--- config.mk ---
export PLATFORM = sky130hd
export DESIGN_NAME = float_int_convert_sequencer
export DESIGN_NICKNAME = d
export VERILOG_FILES = /design/src/common/fic_pkg.sv /design/src/float_int_convert_sequencer.sv
export VERILOG_INCLUDE_DIRS = /design/src /design/src/common
export SDC_FILE = /design/constraint.sdc
export NUM_CORES = 1
export LEC_CHECK = 0
export BUFFER_PORTS_ARGS = -buffer_cell sky130_fd_sc_hd__buf_2
export CORE_UTILIZATION = 45
export CTS_CLUSTER_SIZE = 12
export DETAILED_ROUTE_END_ITERATION = 8
export MAX_ROUTING_LAYER = met4
export PLACE_DENSITY = 0.67
export SLEW_MARGIN = 25
export SYNTH_ARGS = -nofsm -noshare
export SYNTH_HDL_FRONTEND = slang
export SYNTH_SLANG_ARGS = --single-unit
--- constraint.sdc ---
create_clock -name ref_clk -period 5.35 [get_ports ref_clk]
set_input_delay 0.8025 -clock ref_clk [delete_from_list [all_inputs] [get_ports ref_clk]]
set_output_delay 0.8025 -clock ref_clk [all_outputs]
set_load 0.05 [all_outputs]
--- src/common/fic_consts.svh ---
/*
  Constants for the conversion sequencer: exponent figures, shift limits,
  section codes and reset values.
  Assumes inclusion by bare name from the design file.
*/
`ifndef FIC_CONSTS_SVH
`define FIC_CONSTS_SVH
`define FIC_I2F_EXP 8'h17
`define FIC_EXP_INT_MAX 8'h0F
`define FIC_SC_ZERO 9'h017
`define FIC_SC_BASE 9'h017
`define FIC_NEG_LIMIT 16'h8000
`define FIC_SEC_LOW 2'h1
`define FIC_SEC_MID 2'h2
`define FIC_SEC_HIGH 2'h3
`define FIC_EXP_NEG_ZERO 8'hFF
`define FIC_EXP_RST 8'h00
`define FIC_MANT_RST 48'h0000_0000_0000
`define FIC_WORD_RST 16'h0000
`define FIC_GUARD_RST 4'h0
`define FIC_NORM_MAX 6'h2F
`define FIC_CNT_RST 6'h00
`define FIC_SC_RST 9'h000
`endif

--- src/common/fic_pkg.sv ---
/*
  Types shared by the conversion sequencer and its surroundings.
  Assumes the constants header sits beside it.
*/
package fic_pkg;
  typedef enum logic [2:0] {
    CMD_INT_TO_FLOAT,
    CMD_FLOAT_TO_INT,
    CMD_NEGATE,
    CMD_OTHER
  } cmd_t;

  typedef struct packed {
    logic req;
    logic write;
    logic [15:0] index;
    logic [15:0] wdata;
  } mem_req_t;

  typedef struct packed {
    logic valid;
    logic [7:0] start_addr;
    logic [15:0] word;
  } load_cmd_t;
endpackage

--- src/float_int_convert_sequencer.sv ---
/*
  Master and arithmetic sequencers for integer/float conversion, negation
  and channel loading of the float accumulator.
  Assumes the command decoder, address unit and memory channel run on
  ref_clk; their handshakes are taken as same-domain logic.
*/
// Overview of operation
// [RULE1] Integer-to-float issues one memory read with the unscaled index.
// [RULE2] The read integer goes into the prefetch buffer middle word.
// [RULE3] When arithmetic is idle, copy integer to operand middle and high words; code copies it to bits 16 to 31 and 0 to 15.
// [RULE4] After launching integer-to-float, master moves on without waiting.
// [RULE5] Arithmetic sets exponent to 17 hex and moves operand into mantissa.
// [RULE6] Mantissa bits outside 16 to 31 are filled with the sign.
// [RULE7] Then the shared normalize routine finishes integer-to-float.
// [RULE8] Float-to-integer waits for prior arithmetic, then launches conversion.
// [RULE9] Address fetch runs concurrently with the float-to-integer arithmetic.
// [RULE10] Exponent above 15 means too large for a 16 bit integer.
// [RULE11] Overflow loads middle word with largest positive or 8000 hex.
// [RULE12] In range, shift count becomes 23 minus exponent.
// [RULE13] Shift count of 23 or more forces positive zero.
// [RULE14] Otherwise mantissa shifts right by the count, then arithmetic halts.
// [RULE15] Afterwards one memory write, unscaled index, mantissa bits 16 to 31.
// [RULE16] Negation waits, launches negate, and continues at once.
// [RULE17] Negation first ones-complements the mantissa.
// [RULE18] Negation passes both fields through, clearing negative zeros, halts.
// [RULE19] Channel load puts the word into operand register, starts master.
// [RULE20] Start address bits 7 and 6 select the accumulator section.
// [RULE21] Word copied into the section; low-bits load also fills guard.
// [RULE22] Every load re-extends sign into guard, clears negative zeros.
// [RULE23] Arithmetic shows busy while running; master waits end on its drop.
`timescale 1ns/1ns
`include "fic_consts.svh"
module float_int_convert_sequencer (
  input wire logic ref_clk, // 25 MHz clock
  input wire logic rst, // Asynchronous reset, active high
  input wire logic cmd_valid, // Command code offered
  input wire fic_pkg::cmd_t cmd_code, // Command to run
  output logic cmd_ready_q, // Master ready for a command
  input wire logic [15:0] index_reg, // Raw index value
  input wire fic_pkg::load_cmd_t load_cmd, // Channel load-accumulator command
  output logic addr_req_q, // Operand address fetch request
  input wire logic addr_done, // Address fetch finished pulse
  output fic_pkg::mem_req_t mem_q, // Memory cycle request
  input wire logic mem_done, // Memory cycle finished pulse
  input wire logic [15:0] mem_rdata, // Memory read data
  output logic arith_busy_q, // Arithmetic sequencer running
  output logic [7:0] exp_q, // Accumulator exponent
  output logic [0:47] mant_q, // Accumulator mantissa, bit 0 is sign
  output logic [3:0] guard_q // Guard digits
);
  import fic_pkg::*;
  typedef enum logic [3:0] {
    M_IDLE, M_I2F_ADDR, M_I2F_RD, M_I2F_WAIT,
    M_F2I_WAIT, M_F2I_ADDR, M_F2I_DONE, M_F2I_WR,
    M_NEG_WAIT, M_LOAD
  } mstate_t;
  typedef enum logic [3:0] {
    A_IDLE, A_I2F_MOVE, A_I2F_FILL, A_NORM,
    A_F2I_CMP, A_F2I_SC, A_F2I_SHIFT, A_ZERO,
    A_NEG_CMPL, A_CLEAN, A_LD_COPY, A_LD_EXT
  } astate_t;
  typedef enum logic [1:0] {
    OP_I2F, OP_F2I, OP_NEG, OP_LOAD
  } aop_t;
  mstate_t m_q;
  astate_t a_q;
  logic [15:0] prefetch_mid_q;
  logic [0:47] operand_input_q;
  logic [1:0] load_sec_q;
  logic start_q;
  aop_t start_op_q;
  logic [8:0] shift_cnt_q;
  logic [5:0] norm_cnt_q;
  logic f2i_done_q;
  logic [8:0] sc_d;
  assign sc_d = `FIC_SC_BASE - {exp_q[7], exp_q};

  ////////////////////////////////////////////////////////////////////////////
  // Master sequencer.
  always_ff @(posedge ref_clk or posedge rst) begin
    if (rst) begin
      m_q <= M_IDLE;
      cmd_ready_q <= 1'b0;
      addr_req_q <= 1'b0;
      mem_q <= '0;
      start_q <= 1'b0;
      start_op_q <= OP_I2F;
      prefetch_mid_q <= `FIC_WORD_RST;
      operand_input_q <= `FIC_MANT_RST;
      load_sec_q <= `FIC_SEC_LOW;
    end else begin
      start_q <= 1'b0;
      cmd_ready_q <= 1'b0;
      case (m_q)
        M_IDLE: begin
          if (load_cmd.valid) begin
            load_sec_q <= load_cmd.start_addr[7:6]; // RULE20
            case (load_cmd.start_addr[7:6])
              `FIC_SEC_LOW: operand_input_q[0:15] <= load_cmd.word; // RULE19
              `FIC_SEC_MID: operand_input_q[16:31] <= load_cmd.word;
              default: operand_input_q[32:47] <= load_cmd.word;
            endcase
            m_q <= M_LOAD;
          end else if (cmd_valid) begin
            case (cmd_code)
              CMD_INT_TO_FLOAT: begin
                addr_req_q <= 1'b1;
                m_q <= M_I2F_ADDR;
              end
              CMD_FLOAT_TO_INT: m_q <= M_F2I_WAIT;
              CMD_NEGATE: m_q <= M_NEG_WAIT;
              default: cmd_ready_q <= 1'b1;
            endcase
          end else begin
            cmd_ready_q <= 1'b1;
          end
        end
        M_I2F_ADDR: begin
          if (addr_done) begin
            addr_req_q <= 1'b0;
            mem_q <= '{req: 1'b1, write: 1'b0, index: index_reg, wdata: `FIC_WORD_RST}; // RULE1
            m_q <= M_I2F_RD;
          end
        end
        M_I2F_RD: begin
          if (mem_done) begin
            mem_q <= '0;
            prefetch_mid_q <= mem_rdata; // RULE2
            m_q <= M_I2F_WAIT;
          end
        end
        M_I2F_WAIT: begin
          if (!arith_busy_q && !start_q) begin
            operand_input_q[16:31] <= prefetch_mid_q; // RULE3
            operand_input_q[0:15] <= prefetch_mid_q;
            start_q <= 1'b1;
            start_op_q <= OP_I2F;
            m_q <= M_IDLE; // RULE4
          end
        end
        M_F2I_WAIT: begin
          if (!arith_busy_q && !start_q) begin // RULE23
            start_q <= 1'b1; // RULE8
            start_op_q <= OP_F2I;
            addr_req_q <= 1'b1; // RULE9
            m_q <= M_F2I_ADDR;
          end
        end
        M_F2I_ADDR: begin
          if (addr_done) begin
            addr_req_q <= 1'b0;
            m_q <= M_F2I_DONE;
          end
        end
        M_F2I_DONE: begin
          if (f2i_done_q) begin
            mem_q <= '{req: 1'b1, write: 1'b1, index: index_reg, wdata: mant_q[16:31]}; // RULE15
            m_q <= M_F2I_WR;
          end
        end
        M_F2I_WR: begin
          if (mem_done) begin
            mem_q <= '0;
            m_q <= M_IDLE;
          end
        end
        M_NEG_WAIT: begin
          if (!arith_busy_q && !start_q) begin
            start_q <= 1'b1; // RULE16
            start_op_q <= OP_NEG;
            m_q <= M_IDLE;
          end
        end
        M_LOAD: begin
          if (!arith_busy_q && !start_q) begin
            start_q <= 1'b1; // RULE19
            start_op_q <= OP_LOAD;
            m_q <= M_IDLE;
          end
        end
        default: m_q <= M_IDLE;
      endcase
    end
  end

  ////////////////////////////////////////////////////////////////////////////
  // Float-to-integer completion flag for the master's store step.
  // A new launch clears it; the arithmetic halt sets it, and the set wins.
  always_ff @(posedge ref_clk or posedge rst) begin
    if (rst) begin
      f2i_done_q <= 1'b0;
    end else if (arith_busy_q && a_q != A_IDLE && start_op_q == OP_F2I
                 && (a_q == A_F2I_SHIFT || a_q == A_ZERO
                     || (a_q == A_F2I_CMP && exp_q[7] == 1'b0
                         && exp_q > `FIC_EXP_INT_MAX))) begin
      f2i_done_q <= 1'b1;
    end else if (start_q || m_q == M_F2I_WR) begin
      f2i_done_q <= 1'b0;
    end
  end

  ////////////////////////////////////////////////////////////////////////////
  // Arithmetic sequencer.
  // Normalize is bounded by a step counter so a pathological mantissa
  // cannot hold the master waiting forever.
  always_ff @(posedge ref_clk or posedge rst) begin
    if (rst) begin
      a_q <= A_IDLE;
      arith_busy_q <= 1'b0;
      exp_q <= `FIC_EXP_RST;
      mant_q <= `FIC_MANT_RST;
      guard_q <= `FIC_GUARD_RST;
      shift_cnt_q <= `FIC_SC_RST;
      norm_cnt_q <= `FIC_CNT_RST;
    end else begin
      case (a_q)
        A_IDLE: begin
          arith_busy_q <= 1'b0;
          if (start_q) begin
            arith_busy_q <= 1'b1; // RULE23
            case (start_op_q)
              OP_I2F: a_q <= A_I2F_MOVE;
              OP_F2I: a_q <= A_F2I_CMP;
              OP_NEG: a_q <= A_NEG_CMPL;
              default: a_q <= A_LD_COPY;
            endcase
          end
        end
        A_I2F_MOVE: begin
          exp_q <= `FIC_I2F_EXP; // RULE5
          mant_q <= operand_input_q;
          a_q <= A_I2F_FILL;
        end
        A_I2F_FILL: begin
          mant_q[0:15] <= {16{mant_q[0]}}; // RULE6
          mant_q[32:47] <= {16{mant_q[0]}};
          guard_q <= {4{mant_q[0]}};
          norm_cnt_q <= `FIC_CNT_RST;
          a_q <= A_NORM; // RULE7
        end
        A_NORM: begin
          if (mant_q == `FIC_MANT_RST || mant_q == ~`FIC_MANT_RST) begin
            a_q <= A_ZERO;
          end else if (mant_q[0] == mant_q[1] && norm_cnt_q != `FIC_NORM_MAX) begin
            mant_q <= {mant_q[1:47], mant_q[0]};
            exp_q <= exp_q - 8'h01;
            norm_cnt_q <= norm_cnt_q + 6'h01;
          end else begin
            a_q <= A_CLEAN;
          end
        end
        A_F2I_CMP: begin
          if (exp_q[7] == 1'b0 && exp_q > `FIC_EXP_INT_MAX) begin // RULE10
            mant_q[16:31] <= mant_q[0] ? `FIC_NEG_LIMIT : ~`FIC_NEG_LIMIT; // RULE11
            arith_busy_q <= 1'b0;
            a_q <= A_IDLE;
          end else begin
            a_q <= A_F2I_SC;
          end
        end
        A_F2I_SC: begin
          shift_cnt_q <= sc_d; // RULE12
          if ($signed(sc_d) >= $signed(`FIC_SC_ZERO)) begin
            a_q <= A_ZERO; // RULE13
          end else begin
            a_q <= A_F2I_SHIFT;
          end
        end
        A_F2I_SHIFT: begin
          mant_q <= $signed(mant_q) >>> shift_cnt_q[4:0]; // RULE14
          arith_busy_q <= 1'b0;
          a_q <= A_IDLE;
        end
        A_ZERO: begin
          mant_q <= `FIC_MANT_RST; // RULE13
          exp_q <= `FIC_EXP_RST;
          guard_q <= `FIC_GUARD_RST;
          arith_busy_q <= 1'b0;
          a_q <= A_IDLE;
        end
        A_NEG_CMPL: begin
          mant_q <= ~mant_q; // RULE17
          guard_q <= ~guard_q;
          a_q <= A_CLEAN;
        end
        A_CLEAN: begin
          if (exp_q == `FIC_EXP_NEG_ZERO) begin
            exp_q <= `FIC_EXP_RST; // RULE18
          end
          if (mant_q == ~`FIC_MANT_RST) begin
            mant_q <= `FIC_MANT_RST; // RULE22
            guard_q <= `FIC_GUARD_RST;
          end
          arith_busy_q <= 1'b0;
          a_q <= A_IDLE;
        end
        A_LD_COPY: begin
          case (load_sec_q)
            `FIC_SEC_LOW: begin
              mant_q[0:15] <= operand_input_q[0:15]; // RULE21
              guard_q <= {4{operand_input_q[0]}};
            end
            `FIC_SEC_MID: mant_q[16:31] <= operand_input_q[16:31];
            default: mant_q[32:47] <= operand_input_q[32:47];
          endcase
          a_q <= A_LD_EXT;
        end
        A_LD_EXT: begin
          guard_q <= {4{mant_q[0]}}; // RULE22
          a_q <= A_CLEAN;
        end
        default: begin
          arith_busy_q <= 1'b0;
          a_q <= A_IDLE;
        end
      endcase
    end
  end
endmodule

==> results of run 1 <==
-- logic make-up after synthesis --
| family | count (synthesis) |
|---|---|
| buf+inv | 165 |
| simple gates | 377 |
| compound gates | 370 |
| xor+xnor | 2 |
| flops | 186 |
| mux | 209 |
| fa+ha+maj | 13 |
-- final cells by class --
class	count	area, um2
clock buffers	17	425
clock inverters	15	196
fillers	2592	13600
inverters	34	131
multi-input cells	971	7320
flip-flops and latches	186	4660
well taps	378	473
repair buffers	169	913
-- metal layers --
layer,global-route usage,vias up,routed length (um)
met1,0.425,5593,18000
met4,0.111,0,1480
met3,0.0560,100,4160
li1,-,5039,-
met2,0.417,624,17700
met5,-,-,0
-- tightest hold or removal path, stage by stage --
cell        delay, ps
buf_2             110
clkinvlp_4         70
buf_12            290
-- sequential cells by signal, summed over array words and instances (netlist names), 2 cells and up --
signal           flops
guard_q              4
prefetch_mid_q      16
shift_cnt_q          5
mant_q              48
exp_q                8
start_op_q           2
operand_input_q     48
norm_cnt_q           6
load_sec_q           2
m_q                  4
mem_q               34
a_q                  4
-- synthesized netlist by cell type, types with 12 or more instances --
cell,instances,share of area
dfrtp_1,185,0.37
nand2_1,130,0.039
o21ai_0,118,0.047
nor2_1,101,0.030
a21oi_1,85,0.034
mux2_2,85,0.076
clkbuf_1,66,0.020
mux2i_1,53,0.042
mux4_2,51,0.091
buf_2,34,0.013
o22ai_1,33,0.016
inv_1,31,0.0092
and3_1,22,0.011
nand3_1,21,0.0083
o211ai_1,19,0.011
a22o_1,17,0.012
mux2_4,17,0.020
nand4_1,17,0.0084
nor3_1,16,0.0063
ha_1,13,0.013
nor4_1,13,0.0064
clkbuf_2,12,0.0047
o221ai_1,12,0.0083
-- final timing paths --
check / slack, ps / cells after the start / start / to
min reg2reg: 480 / 2 / mem_q[18]$_DFFE_PP0P_ / mem_q[18]$_DFFE_PP0P_
max: 2010 / 7 / shift_cnt_q[1]$_DFFE_PP0P_ / mant_q[40]$_DFFE_PP0P_
max in group asynchronous: 3960 / 4 / rst / shift_cnt_q[2]$_DFFE_PP0P_
min in group ref_clk: 480 / 2 / mem_q[18]$_DFFE_PP0P_ / mem_q[18]$_DFFE_PP0P_
min: 400 / 3 / rst / m_q[3]$_DFFE_PP0P_
max reg2reg: 2010 / 7 / shift_cnt_q[1]$_DFFE_PP0P_ / mant_q[40]$_DFFE_PP0P_
-- placed cells by master, fill, tap and decap left out, types with 6 or more instances in the layout --
master | Yosys | final
o21ai_0 | 118 | 118
nor3_1 | 16 | 16
a21oi_1 | 85 | 85
ha_1 | 13 | 13
mux2i_1 | 53 | 53
nor2b_1 | 11 | 11
buf_2 | 34 | 155
o32a_1 | 6 | 6
buf_4 | 3 | 12
clkbuf_16 | 0 | 17
o22ai_1 | 33 | 33
a22o_1 | 17 | 17
nand2_1 | 130 | 130
clkinv_8 | 0 | 6
o31ai_1 | 8 | 8
nor2_1 | 101 | 100
o221ai_1 | 12 | 12
nand4_1 | 17 | 17
mux2_2 | 85 | 85
mux4_2 | 51 | 51
and3_1 | 22 | 22
dfrtp_1 | 185 | 182
nor4_1 | 13 | 13
mux2_4 | 17 | 17
nand2b_1 | 10 | 10
a211oi_1 | 8 | 8
o211ai_1 | 19 | 19
inv_1 | 31 | 30
nand3_1 | 21 | 21
a21o_1 | 6 | 6
a31oi_1 | 9 | 9
-- power by group --
group          total (mW)  internal (mW)  switching [mW]
combinational        6.44           2.62            3.82
sequential           3.38           2.02            1.36
clock                1.34          0.642           0.693
total                11.2           5.28            5.88
-- per-stage QoR --
step | cells | instance area, um2 | setup WS (ps) | util
final | 1770 | 14100 | 2010 | 0.510
after detailed placement | 1737 | 13500 | 2060 | 0.486
after global placement | 1737 | 13500 | 2040 | 0.486
after global routing | 1770 | 14100 | 1900 | 0.510
after floorplan | 1322 | 12700 | 2160 | -
after CTS | 1769 | 14100 | 2050 | 0.509
==> insert_results.sql, run 1 <==
INSERT INTO impl_metrics (metric_group, metric, value, unit) VALUES
('finish', 'area_growth', '11.5', '%'),
('setup_path', 'path_max_fanout', '22', ''),
('setup_path', 'timing.critical_path.arrival', '3680', 'ps'),
('logic_synthesis', 'yosysSeqAreaShare', '0.367', ''),
('logic_synthesis', 'post_synth_inst_count', '1322', ''),
('setup_path', 'critPathSlowestCell', 'dfrtp_2', ''),
('timing', 'clock_tree_skew_after_final_layout', '18.3', 'ps'),
('detailed_routing', 'finalWirelength', '41.3', 'mm'),
('timing', 'timing_hold_violations_final', '0', ''),
('clocking', 'worst_skew_pair_latency', '450', 'ps'),
('timing', 'whs', '404', 'ps'),
('setup_path', 'critPathBufInv', '1', ''),
('global_route', 'grt_start_max_net_pins', '187', ''),
('power', 'power.density_cell_area', '790', 'nW/um2'),
('clocking', 'ctsLongestPathBuffers', '2', ''),
('clocking', 'total_clock_buffers_created_by_cts', '17', ''),
('floorplan', 'fp.dieH', '170', 'um'),
('logic_synthesis', 'yosys_register_bits', '186', ''),
('timing', 'finalCritPeriodShare', '0.625', ''),
('finish', 'fraction_of_layout_instances_using_a_drive_strength_above_1', '0.274', ''),
('logic_synthesis', 'post_synthesis_mux_area_share', '0.233', ''),
('placed_design', 'dp_hpwl', '29.0', 'mm'),
('logic_synthesis', 'yosys_most_used_dff', 'dfrtp_1', ''),
('logic_synthesis', 'synth.avg_cell_area', '9.58', 'um2'),
('setup_path', 'cpLargestDelayFamily', 'multiplexers', ''),
('global_route', 'grt_antenna_before_repair', '0', ''),
('logic_synthesis', 'yosys.area_share.simple', '0.142', ''),
('floorplan', 'fp.coreArea', '27700', 'um2'),
('timing', 'rsz0062_at_grt', 'no', ''),
('global_route', 'globalRoute.totalOverflow', '0', ''),
('logic_synthesis', 'synth_top_family_by_area', 'multiplexers', ''),
('floorplan', 'ios', '162', ''),
('clocking', 'post_cts_repair_resize_count', '0', ''),
('setup_path', 'timing.setup.critical_path_class', 'reg -> reg', ''),
('timing', 'tightest_slew', '861', 'ps'),
('setup_path', 'timing.critical_path.slowest_cell_delay', '740', 'ps'),
('clocking', 'post_cts_hold_buffer_count', '0', ''),
('timing', 'slew-limit-headroom', '0.426', ''),
('power', 'ir_drop', '0.000267', 'V'),
('clocking', 'cts.sink_count', '186', ''),
('detailed_routing', 'route.detailed.vias_per_inst', '6.42', ''),
('setup_path', 'endpoint_kind', 'flip-flop', ''),
('logic_synthesis', 'ys_async_sr_fraction', '1.00', ''),
('logic_synthesis', 'synth-edff-count', '0', ''),
('clocking', 'cell_chosen_for_the_clock_root', 'clkbuf_16', ''),
('setup_path', 'critPathLaunchType', 'flip-flop', ''),
('logic_synthesis', 'synth_xor_xnor_area_share', '0.00138', ''),
('setup_path', 'timing.critical_path.required', '5690', 'ps'),
('setup_path', 'crit_chain', 'buf_4 > mux4_2 > mux2_2 > mux2i_1 > nor2_1 > o32a_1 > mux2_4', ''),
('logic_synthesis', 'synthAdderAreaFrac', '0.0128', ''),
('run_status', 'outcome', 'complete, no violations', ''),
('detailed_routing', 'remaining_drc_errors', '0', ''),
('detailed_routing', 'detailroute.via_count', '11400', ''),
('logic_synthesis', 'mappedNetlistArea', '12700', 'um2'),
('timing', 'timing.fmax', '299', 'MHz'),
('clocking', 'cts_tree', 'done', ''),
('logic_synthesis', 'ys.warnings.count', '0', ''),
('clocking', 'post_cts_buffers', '0', ''),
('global_route', 'grt_pass1_wl', '63.3', 'mm'),
('timing', 'period_needed', '3340', 'ps'),
('detailed_routing', 'detailedRoute.firstIterationViolations', '1168', ''),
('clocking', 'clk_pin_slew', '90', 'ps'),
('logic_synthesis', 'synth_compound_area_frac', '0.184', ''),
('finish', 'n_antenna_cell', '0', ''),
('global_route', 'first_global_vias', '10500', ''),
('placed_design', 'gpl.final_weighted_congestion', '0.988', ''),
('floorplan', 'start_util', '0.457', ''),
('hold_path', 'hold_path.class', 'in -> async', ''),
('finish', 'final_net_count', '1457', ''),
('floorplan', 'floorplan.die.width', '170', 'um'),
('flow_run', 'drv_cap', '0', '');
Power figures use the tool's default switching activity.
==> inputs of run 2 (changes only) <==
ABC_AREA = 1   (was default)
PLACE_DENSITY = default   (was 0.67)
clock period = 3.35 ns   (was 5.35 ns; I/O delays follow)
==> insert_results.sql, run 2 <==
INSERT INTO impl_metrics (metric_group, metric, value, unit) VALUES
('run_status', 'outcome', 'complete, no violations', ''),
('finish', 'fraction_of_layout_instances_using_a_drive_strength_above_1', '0.137', ''),
('setup_path', 'endpoint_kind', 'flip-flop', ''),
('placed_design', 'cells_after_dpl', '2462', ''),
('setup_path', 'r2r_start', 'mant_q[0]$_DFFE_PP0P_', ''),
('power', 'post-layout-total-power', '17.4', 'mW'),
('global_route', 'gr-usage-all-layers', '0.322', ''),
('floorplan', 'floorplan.die.width', '173', 'um'),
('logic_synthesis', 'post-synth-top-area-fraction', '0.352', ''),
('power', 'power.density_cell_area', '1190', 'nW/um2'),
('placed_design', 'dp_area', '14000', 'um2'),
('setup_path', 'depth_of_the_worst_register_to_register_path', '14', ''),
('finish', 'most-common-layout-cells', 'nand2_1, nand3_1, dfrtp_1', ''),
('logic_synthesis', 'ys_async_sr_fraction', '1.00', ''),
('floorplan', 'ios', '162', ''),
('setup_path', 'crit_cells', '14', ''),
('finish', 'area_growth', '11.4', '%'),
('logic_synthesis', 'post_synth_net_total', '2101', ''),
('timing', 'timing.fmax', '373', 'MHz'),
('clocking', 'cts.sink_count', '186', ''),
('setup_path', 'crit_path_start', 'mant_q[0]$_DFFE_PP0P_', ''),
('finish', 'final_cell_area', '14700', 'um2'),
('logic_synthesis', 'cell_with_the_most_instances_after_synthesis', 'nand2_1', ''),
('global_route', 'globalRoute.totalOverflow', '0', ''),
('finish', 'final_net_count', '2175', ''),
('global_route', 'grt_start_max_net_pins', '76', ''),
('finish', 'layout_commonest_cell', 'nand2_1', ''),
('logic_synthesis', 'synth-edff-count', '0', ''),
('clocking', 'total_clock_buffers_created_by_cts', '17', ''),
('setup_path', 'critPathLaunchType', 'flip-flop', ''),
('setup_path', 'timing.critical_path.slowest_cell_delay', '610', 'ps'),
('finish', 'fillCellCount', '3019', ''),
('finish', 'instances_no_fill', '2495', ''),
('logic_synthesis', 'mappedNetlistArea', '13200', 'um2'),
('timing', 'final_critical_path_setup_slack', '668', 'ps'),
('floorplan', 'rows', '62', ''),
('placed_design', 'place_ws', '701', 'ps'),
('setup_path', 'worst-r2r-setup-slack', '670', 'ps'),
('placed_design', 'dp_hpwl', '34.8', 'mm'),
('floorplan', 'fp.dieH', '173', 'um'),
('logic_synthesis', 'yosys_most_used_dff', 'dfrtp_1', ''),
('logic_synthesis', 'ys.warnings.count', '0', ''),
('timing', 'timing_hold_violations_final', '0', ''),
('timing', 'slew-limit-headroom', '0.392', ''),
('setup_path', 'crit_path_frequent_cell', 'nand2_1', ''),
('timing', 'finalSetupViolations', '0', ''),
('setup_path', 'timing.setup.critical_path_class', 'reg -> reg', ''),
('clocking', 'post_cts_repair_resize_count', '0', ''),
('floorplan', 'fp.coreArea', '28700', 'um2'),
('floorplan', 'design.die.area', '29900', 'um2'),
('setup_path', 'crit_chain', 'inv_1 > ha_1 > nand3_1 > nor2_1 > nand2_1 > nor2_1 > nand2_1 > nand2_1 > nand2_1 > nand2_2 > nor2_4 > inv_2 > nand2_1 > nand2_1', ''),
('detailed_routing', 'wl_per_cell', '18.7', 'um'),
('detailed_routing', 'route.detailed.vias_per_inst', '5.57', ''),
('finish', 'fin_util', '0.511', ''),
('detailed_routing', 'remaining_drc_errors', '0', ''),
('logic_synthesis', 'synthDominantAreaCellType', 'dfrtp_1', ''),
('logic_synthesis', 'synthTopCellsByArea', 'dfrtp_1, nand2_1, nand3_1', ''),
('global_route', 'grt_pass1_wl', '72.6', 'mm'),
('placed_design', 'buffer_ports.inserted', '155', ''),
('timing', 'whs', '139', 'ps'),
('global_route', 'grt_antenna_before_repair', '0', ''),
('clocking', 'post_cts_buffers', '0', ''),
('timing', 'rsz0062_at_grt', 'no', ''),
('setup_path', 'path_max_fanout', '16', ''),
('clocking', 'cell_chosen_for_the_clock_root', 'clkbuf_16', ''),
('clocking', 'post_cts_hold_buffer_count', '0', ''),
('detailed_routing', 'detailroute.via_count', '13900', ''),
('timing', 'timing_max_transition_violations_final', '0', ''),
('floorplan', 'start_util', '0.459', ''),
('clocking', 'clk_pin_slew', '80', 'ps'),
('detailed_routing', 'first_pass_iters', '6', ''),
('timing', 'clock_tree_skew_after_final_layout', '14.2', 'ps'),
('logic_synthesis', 'yosysSeqAreaShare', '0.354', ''),
('clocking', 'ctsLongestPathBuffers', '2', ''),
('logic_synthesis', 'number_of_distinct_library_cells_after_synthesis', '48', ''),
('setup_path', 'critPathBufInv', '2', ''),
('timing', 'period_needed', '2680', 'ps'),
('power', 'ir_drop', '0.000563', 'V'),
('finish', 'top_regs', 'mant_q (48), operand_input_q (48), mem_q (34)', ''),
('detailed_routing', 'postRouteAntennaNets', '0', ''),
('placed_design', 'gpl.final_weighted_congestion', '0.997', ''),
('clocking', 'cts_tree', 'done', ''),
('timing', 'tns', '0', 'ps'),
('setup_path', 'timing.critical_path.arrival', '3010', 'ps'),
('global_route', 'first_global_vias', '12800', ''),
('detailed_routing', 'detailedRoute.firstIterationViolations', '1388', ''),
('logic_synthesis', 'synthTopCellsByCount', 'nand2_1, nand3_1, dfrtp_1', ''),
('power', 'leakage_power_of_the_design', '7.37', 'nW'),
('setup_path', 'critPathSlowestCell', 'dfrtp_1', ''),
('setup_path', 'timing.critical_path.to', 'mant_q[15]$_DFFE_PP0P_', ''),
('hold_path', 'hold_path.class', 'in -> async', ''),
('timing', 'finalCritPeriodShare', '0.801', ''),
('logic_synthesis', 'yosys_register_bits', '186', ''),
('setup_path', 'capture_instance_of_the_worst_register_to_register_path', 'mant_q[15]$_DFFE_PP0P_', ''),
('logic_synthesis', 'synth.avg_cell_area', '6.51', 'um2'),
('clocking', 'cts_htree_levels', '4', ''),
('detailed_routing', 'finalWirelength', '46.7', 'mm'),
('logic_synthesis', 'post_synth_inst_count', '2023', ''),
('timing', 'tightest_slew', '911', 'ps'),
('flow_run', 'drv_cap', '0', ''),
('clocking', 'worst_skew_pair_latency', '450', 'ps'),
('setup_path', 'cpLargestDelayFamily', 'simple AND/OR/NAND/NOR gates', ''),
('setup_path', 'timing.critical_path.required', '3680', 'ps');
-- run 2: cell count changes after synthesis, sizes merged, moves of 55 or more --
cell,delta
mux2,-84
inv,+139
nand2,+514
nand3,+345
a21oi,-55
nor2,+81
-- run 2: where the power goes --
part / leakage, nW / total [mW] / switching [mW] / internal, mW
logic: 4.70 / 11.0 / 7.90 / 3.07
clock network: 0.306 / 2.14 / 1.05 / 1.09
registers: 2.36 / 4.33 / 1.18 / 3.15
-- run 2: how the worst min path moves through the flow --
stage               depth (start not counted)                         endpoint  slack (ps)                            start
detailed placement                          2  operand_input_q[30]$_DFFE_PP0P_         470  operand_input_q[30]$_DFFE_PP0P_
floorplan                                   2  operand_input_q[16]$_DFFE_PP0P_         450  operand_input_q[16]$_DFFE_PP0P_
finish                                      2             mem_q[0]$_DFFE_PP0P_         140                              rst
CTS                                         2             mem_q[0]$_DFFE_PP0P_         150                              rst
global route                                2             mem_q[0]$_DFFE_PP0P_         180                              rst
global placement                            2  operand_input_q[31]$_DFFE_PP0P_         460  operand_input_q[31]$_DFFE_PP0P_
-- run 2: layout make-up --
cell class / instances / area (um2) / area share
diodes: 1 / 2.50 / 0.000171
clock inverters: 15 / 206 / 0.0141
repair buffers: 179 / 981 / 0.0669
flip-flops and latches: 186 / 4660 / 0.317
clock buffers: 17 / 425 / 0.0290
inverters: 171 / 648 / 0.0442
multi-input cells: 1542 / 7270 / 0.495
well taps: 384 / 480 / 0.0328
-- run 2: cells by family (layout without fill, tap and decap cells) --
family          count (synthesis)  in the layout  synth area share
fa+ha+maj                      13             13            0.0124
simple gates                 1262           1262             0.418
mux                            19             19            0.0163
flops                         186            186             0.354
xor+xnor                        8              8           0.00532
other cells                     0              1                 0
compound gates                240            240             0.100
buf+inv                       295            382            0.0941
-- run 2: worst reg2reg max path, cell delays in order (launching register included) --
cell     delay, ps
dfrtp_1        610
inv_1          210
ha_1           280
nand3_1         90
nor2_1          50
nand2_1         60
nor2_1          40
nand2_1         50
nand2_1        130
nand2_1        190
nand2_2        130
nor2_4         350
inv_2          230
nand2_1        110
nand2_1         60
-- run 2: routing by layer --
layer / vias up / share of wire / global-route usage
li1: 6766 / - / -
met1: 6515 / 0.46 / 0.447
met2: 528 / 0.44 / 0.479
met3: 84 / 0.066 / 0.0413
met4: 0 / 0.030 / 0.120
met5: - / 0 / -
==> inputs of run 3 (changes only) <==
clock period = 2.7 ns   (was 3.35 ns; I/O delays follow)
==> insert_results.sql, run 3 (synthesis gave the netlist of run 2 again) <==
INSERT INTO impl_metrics (metric_group, metric, value, unit) VALUES
('detailed_routing', 'finalWirelength', '47.4', 'mm'),
('power', 'internal_power', '9.51', 'mW'),
('floorplan', 'start_util', '0.459', ''),
('timing', 'finalSetupViolations', '0', ''),
('setup_path', 'crit_cells', '14', ''),
('finish', 'area_growth', '14.9', '%'),
('floorplan', 'fp.dieH', '173', 'um'),
('detailed_routing', 'wl_per_cell', '18.6', 'um'),
('power', 'power.share.switching', '0.571', ''),
('global_route', 'gr_layer_usage_met2', '0.503', ''),
('placed_design', 'gpl.final_weighted_congestion', '1.04', ''),
('finish', 'fraction_of_layout_instances_using_a_drive_strength_above_1', '0.159', ''),
('timing', 'whs', '158', 'ps'),
('detailed_routing', 'first_pass_iters', '6', ''),
('floorplan', 'rows', '62', ''),
('timing', 'tightest_slew', '720', 'ps'),
('timing', 'finalCritPeriodShare', '0.919', ''),
('setup_path', 'crit_chain', 'inv_1 > ha_1 > nand3_1 > nor2_1 > nand2_1 > nor2_1 > nand2_1 > nand2_1 > nand2_1 > nand2_2 > nor2_4 > inv_2 > nand2_1 > nand2_1', ''),
('setup_path', 'timing.critical_path.required', '3030', 'ps'),
('timing', 'period_needed', '2480', 'ps'),
('timing', 'rsz0062_at_grt', 'no', ''),
('clocking', 'cts.sink_count', '186', ''),
('power', 'sequentialPowerShare', '0.222', ''),
('clocking', 'post_cts_buffers', '0', ''),
('placed_design', 'buffer_ports.inserted', '155', ''),
('floorplan', 'floorplan.die.width', '173', 'um'),
('setup_path', 'path_max_fanout', '16', ''),
('placed_design', 'dp_hpwl', '36.4', 'mm'),
('clocking', 'ctsLongestPathBuffers', '2', ''),
('global_route', 'grt_antenna_before_repair', '0', ''),
('detailed_routing', 'detailedRoute.firstIterationViolations', '1436', ''),
('finish', 'top_regs', 'mant_q (48), operand_input_q (48), mem_q (34)', ''),
('setup_path', 'timing.critical_path.slowest_cell_delay', '520', 'ps'),
('hold_path', 'hold_path.class', 'in -> reg', ''),
('global_route', 'gr-usage-all-layers', '0.326', ''),
('timing', 'final_critical_path_setup_slack', '217', 'ps'),
('global_route', 'first_global_vias', '13000', ''),
('floorplan', 'ios', '162', ''),
('setup_path', 'critPathSlowestCell', 'dfrtp_1', ''),
('detailed_routing', 'postRouteAntennaNets', '0', ''),
('detailed_routing', 'route.detailed.vias_per_inst', '5.56', ''),
('detailed_routing', 'detailroute.via_count', '14200', ''),
('placed_design', 'place_ws', '298', 'ps'),
('timing', 'timing_max_transition_violations_final', '0', ''),
('global_route', 'globalRoute.totalOverflow', '0', ''),
('clocking', 'clk_pin_slew', '80', 'ps'),
('clocking', 'cts_htree_levels', '4', ''),
('power', 'leakage_power_of_the_design', '7.66', 'nW'),
('timing', 'clock_tree_skew_after_final_layout', '16.6', 'ps'),
('placed_design', 'cells_after_dpl', '2517', ''),
('global_route', 'met3_capacity_usage_during_global_routing', '0.0427', ''),
('power', 'power_switching', '12.7', 'mW'),
('setup_path', 'endpoint_kind', 'flip-flop', ''),
('finish', 'n_antenna_cell', '0', ''),
('finish', 'layout_commonest_cell', 'nand2_1', ''),
('setup_path', 'critPathLaunchType', 'flip-flop', ''),
('finish', 'final_net_count', '2231', ''),
('setup_path', 'crit_path_frequent_cell', 'nand2_1', ''),
('run_status', 'outcome', 'complete, no violations', ''),
('floorplan', 'fp.coreArea', '28700', 'um2'),
('hold_path', 'hold_depth', '2', ''),
('clocking', 'worst_skew_pair_latency', '450', 'ps'),
('global_route', 'global_route.peak_usage_layer', 'met2', ''),
('setup_path', 'timing.setup.critical_path_class', 'reg -> reg', ''),
('detailed_routing', 'remaining_drc_errors', '0', ''),
('power', 'ir_drop', '0.000968', 'V'),
('setup_path', 'depth_of_the_worst_register_to_register_path', '14', ''),
('flow_run', 'drv_cap', '0', ''),
('power', 'power.density_cell_area', '1470', 'nW/um2'),
('finish', 'instances_no_fill', '2550', ''),
('timing', 'slew-limit-headroom', '0.519', ''),
('clocking', 'total_clock_buffers_created_by_cts', '17', ''),
('floorplan', 'design.die.area', '29900', 'um2'),
('finish', 'most-common-layout-cells', 'nand2_1, nand3_1, dfrtp_1', ''),
('timing', 'tns', '0', 'ps'),
('setup_path', 'critPathBufInv', '2', ''),
('power', 'pwr-share-comb', '0.661', ''),
('timing', 'timing.fmax', '403', 'MHz'),
('global_route', 'grt_pass1_wl', '73.3', 'mm'),
('power', 'clkPwrFrac', '0.117', ''),
('clocking', 'cell_chosen_for_the_clock_root', 'clkbuf_16', ''),
('setup_path', 'timing.critical_path.arrival', '2820', 'ps'),
('clocking', 'cts_tree', 'done', ''),
('global_route', 'grt_start_max_net_pins', '58', ''),
('timing', 'timing_hold_violations_final', '0', ''),
('global_route', 'grtUsageMet1', '0.450', ''),
('setup_path', 'cpLargestDelayFamily', 'simple AND/OR/NAND/NOR gates', '');
## run 3: final timing paths
kind	start	endpoint	slack, ps
max in group asynchronous	rst	operand_input_q[38]$_DFFE_PP0P_	1310
max reg2reg	mant_q[0]$_DFFE_PP0P_	mant_q[8]$_DFFE_PP0P_	220
max	mant_q[0]$_DFFE_PP0P_	mant_q[8]$_DFFE_PP0P_	220
min reg2reg	operand_input_q[17]$_DFFE_PP0P_	operand_input_q[17]$_DFFE_PP0P_	490
min	cmd_valid	cmd_ready_q$_DFF_PP0_	160
min in group asynchronous	rst	mem_q[4]$_DFFE_PP0P_	550
## run 3: metrics by stage
stage               utilization  cell area [um2]  power, mW
floorplan                     -            13200       15.2
global placement          0.505            14500       19.4
detailed placement        0.505            14500       19.5
CTS                       0.527            15100       22.1
global route              0.527            15100       23.9
finish                    0.527            15100       22.2
## run 3: power by group through the flow
stage / Combinational [mW] / Sequential [mW] / Clock, mW
2_1_floorplan: 8.76 / 6.47 / 0
3_3_place_gp: 14.4 / 4.93 / 0
3_5_place_dp: 14.5 / 4.95 / 0
4_1_cts: 14.6 / 4.90 / 2.64
5_1_grt: 16.1 / 5.05 / 2.74
6_report: 14.7 / 4.93 / 2.60
## run 3: final cells by class
| type | count | area [um2] |
|---|---|---|
| Clock buffer | 17 | 425 |
| Multi-Input combinational cell | 1542 | 7270 |
| Timing Repair Buffer | 235 | 1450 |
| Inverter | 171 | 648 |
| Fill cell | 3052 | 13600 |
| Clock inverter | 15 | 193 |
| Sequential cell | 186 | 4660 |
| Tap cell | 384 | 480 |
## run 3: repair_timing
item                                   4_1_cts  5_1_grt
hold buffers                                 1        0
gates resized for setup                      0        0
endpoints found under the hold margin       10        0
## run 3: metal layers
metal	vias to the layer above	wire (um)	share of wire
li1	6874	-	-
met1	6720	21400	0.45
met2	514	21800	0.46
met3	61	3150	0.066
met4	0	1000	0.021
met5	-	0	0
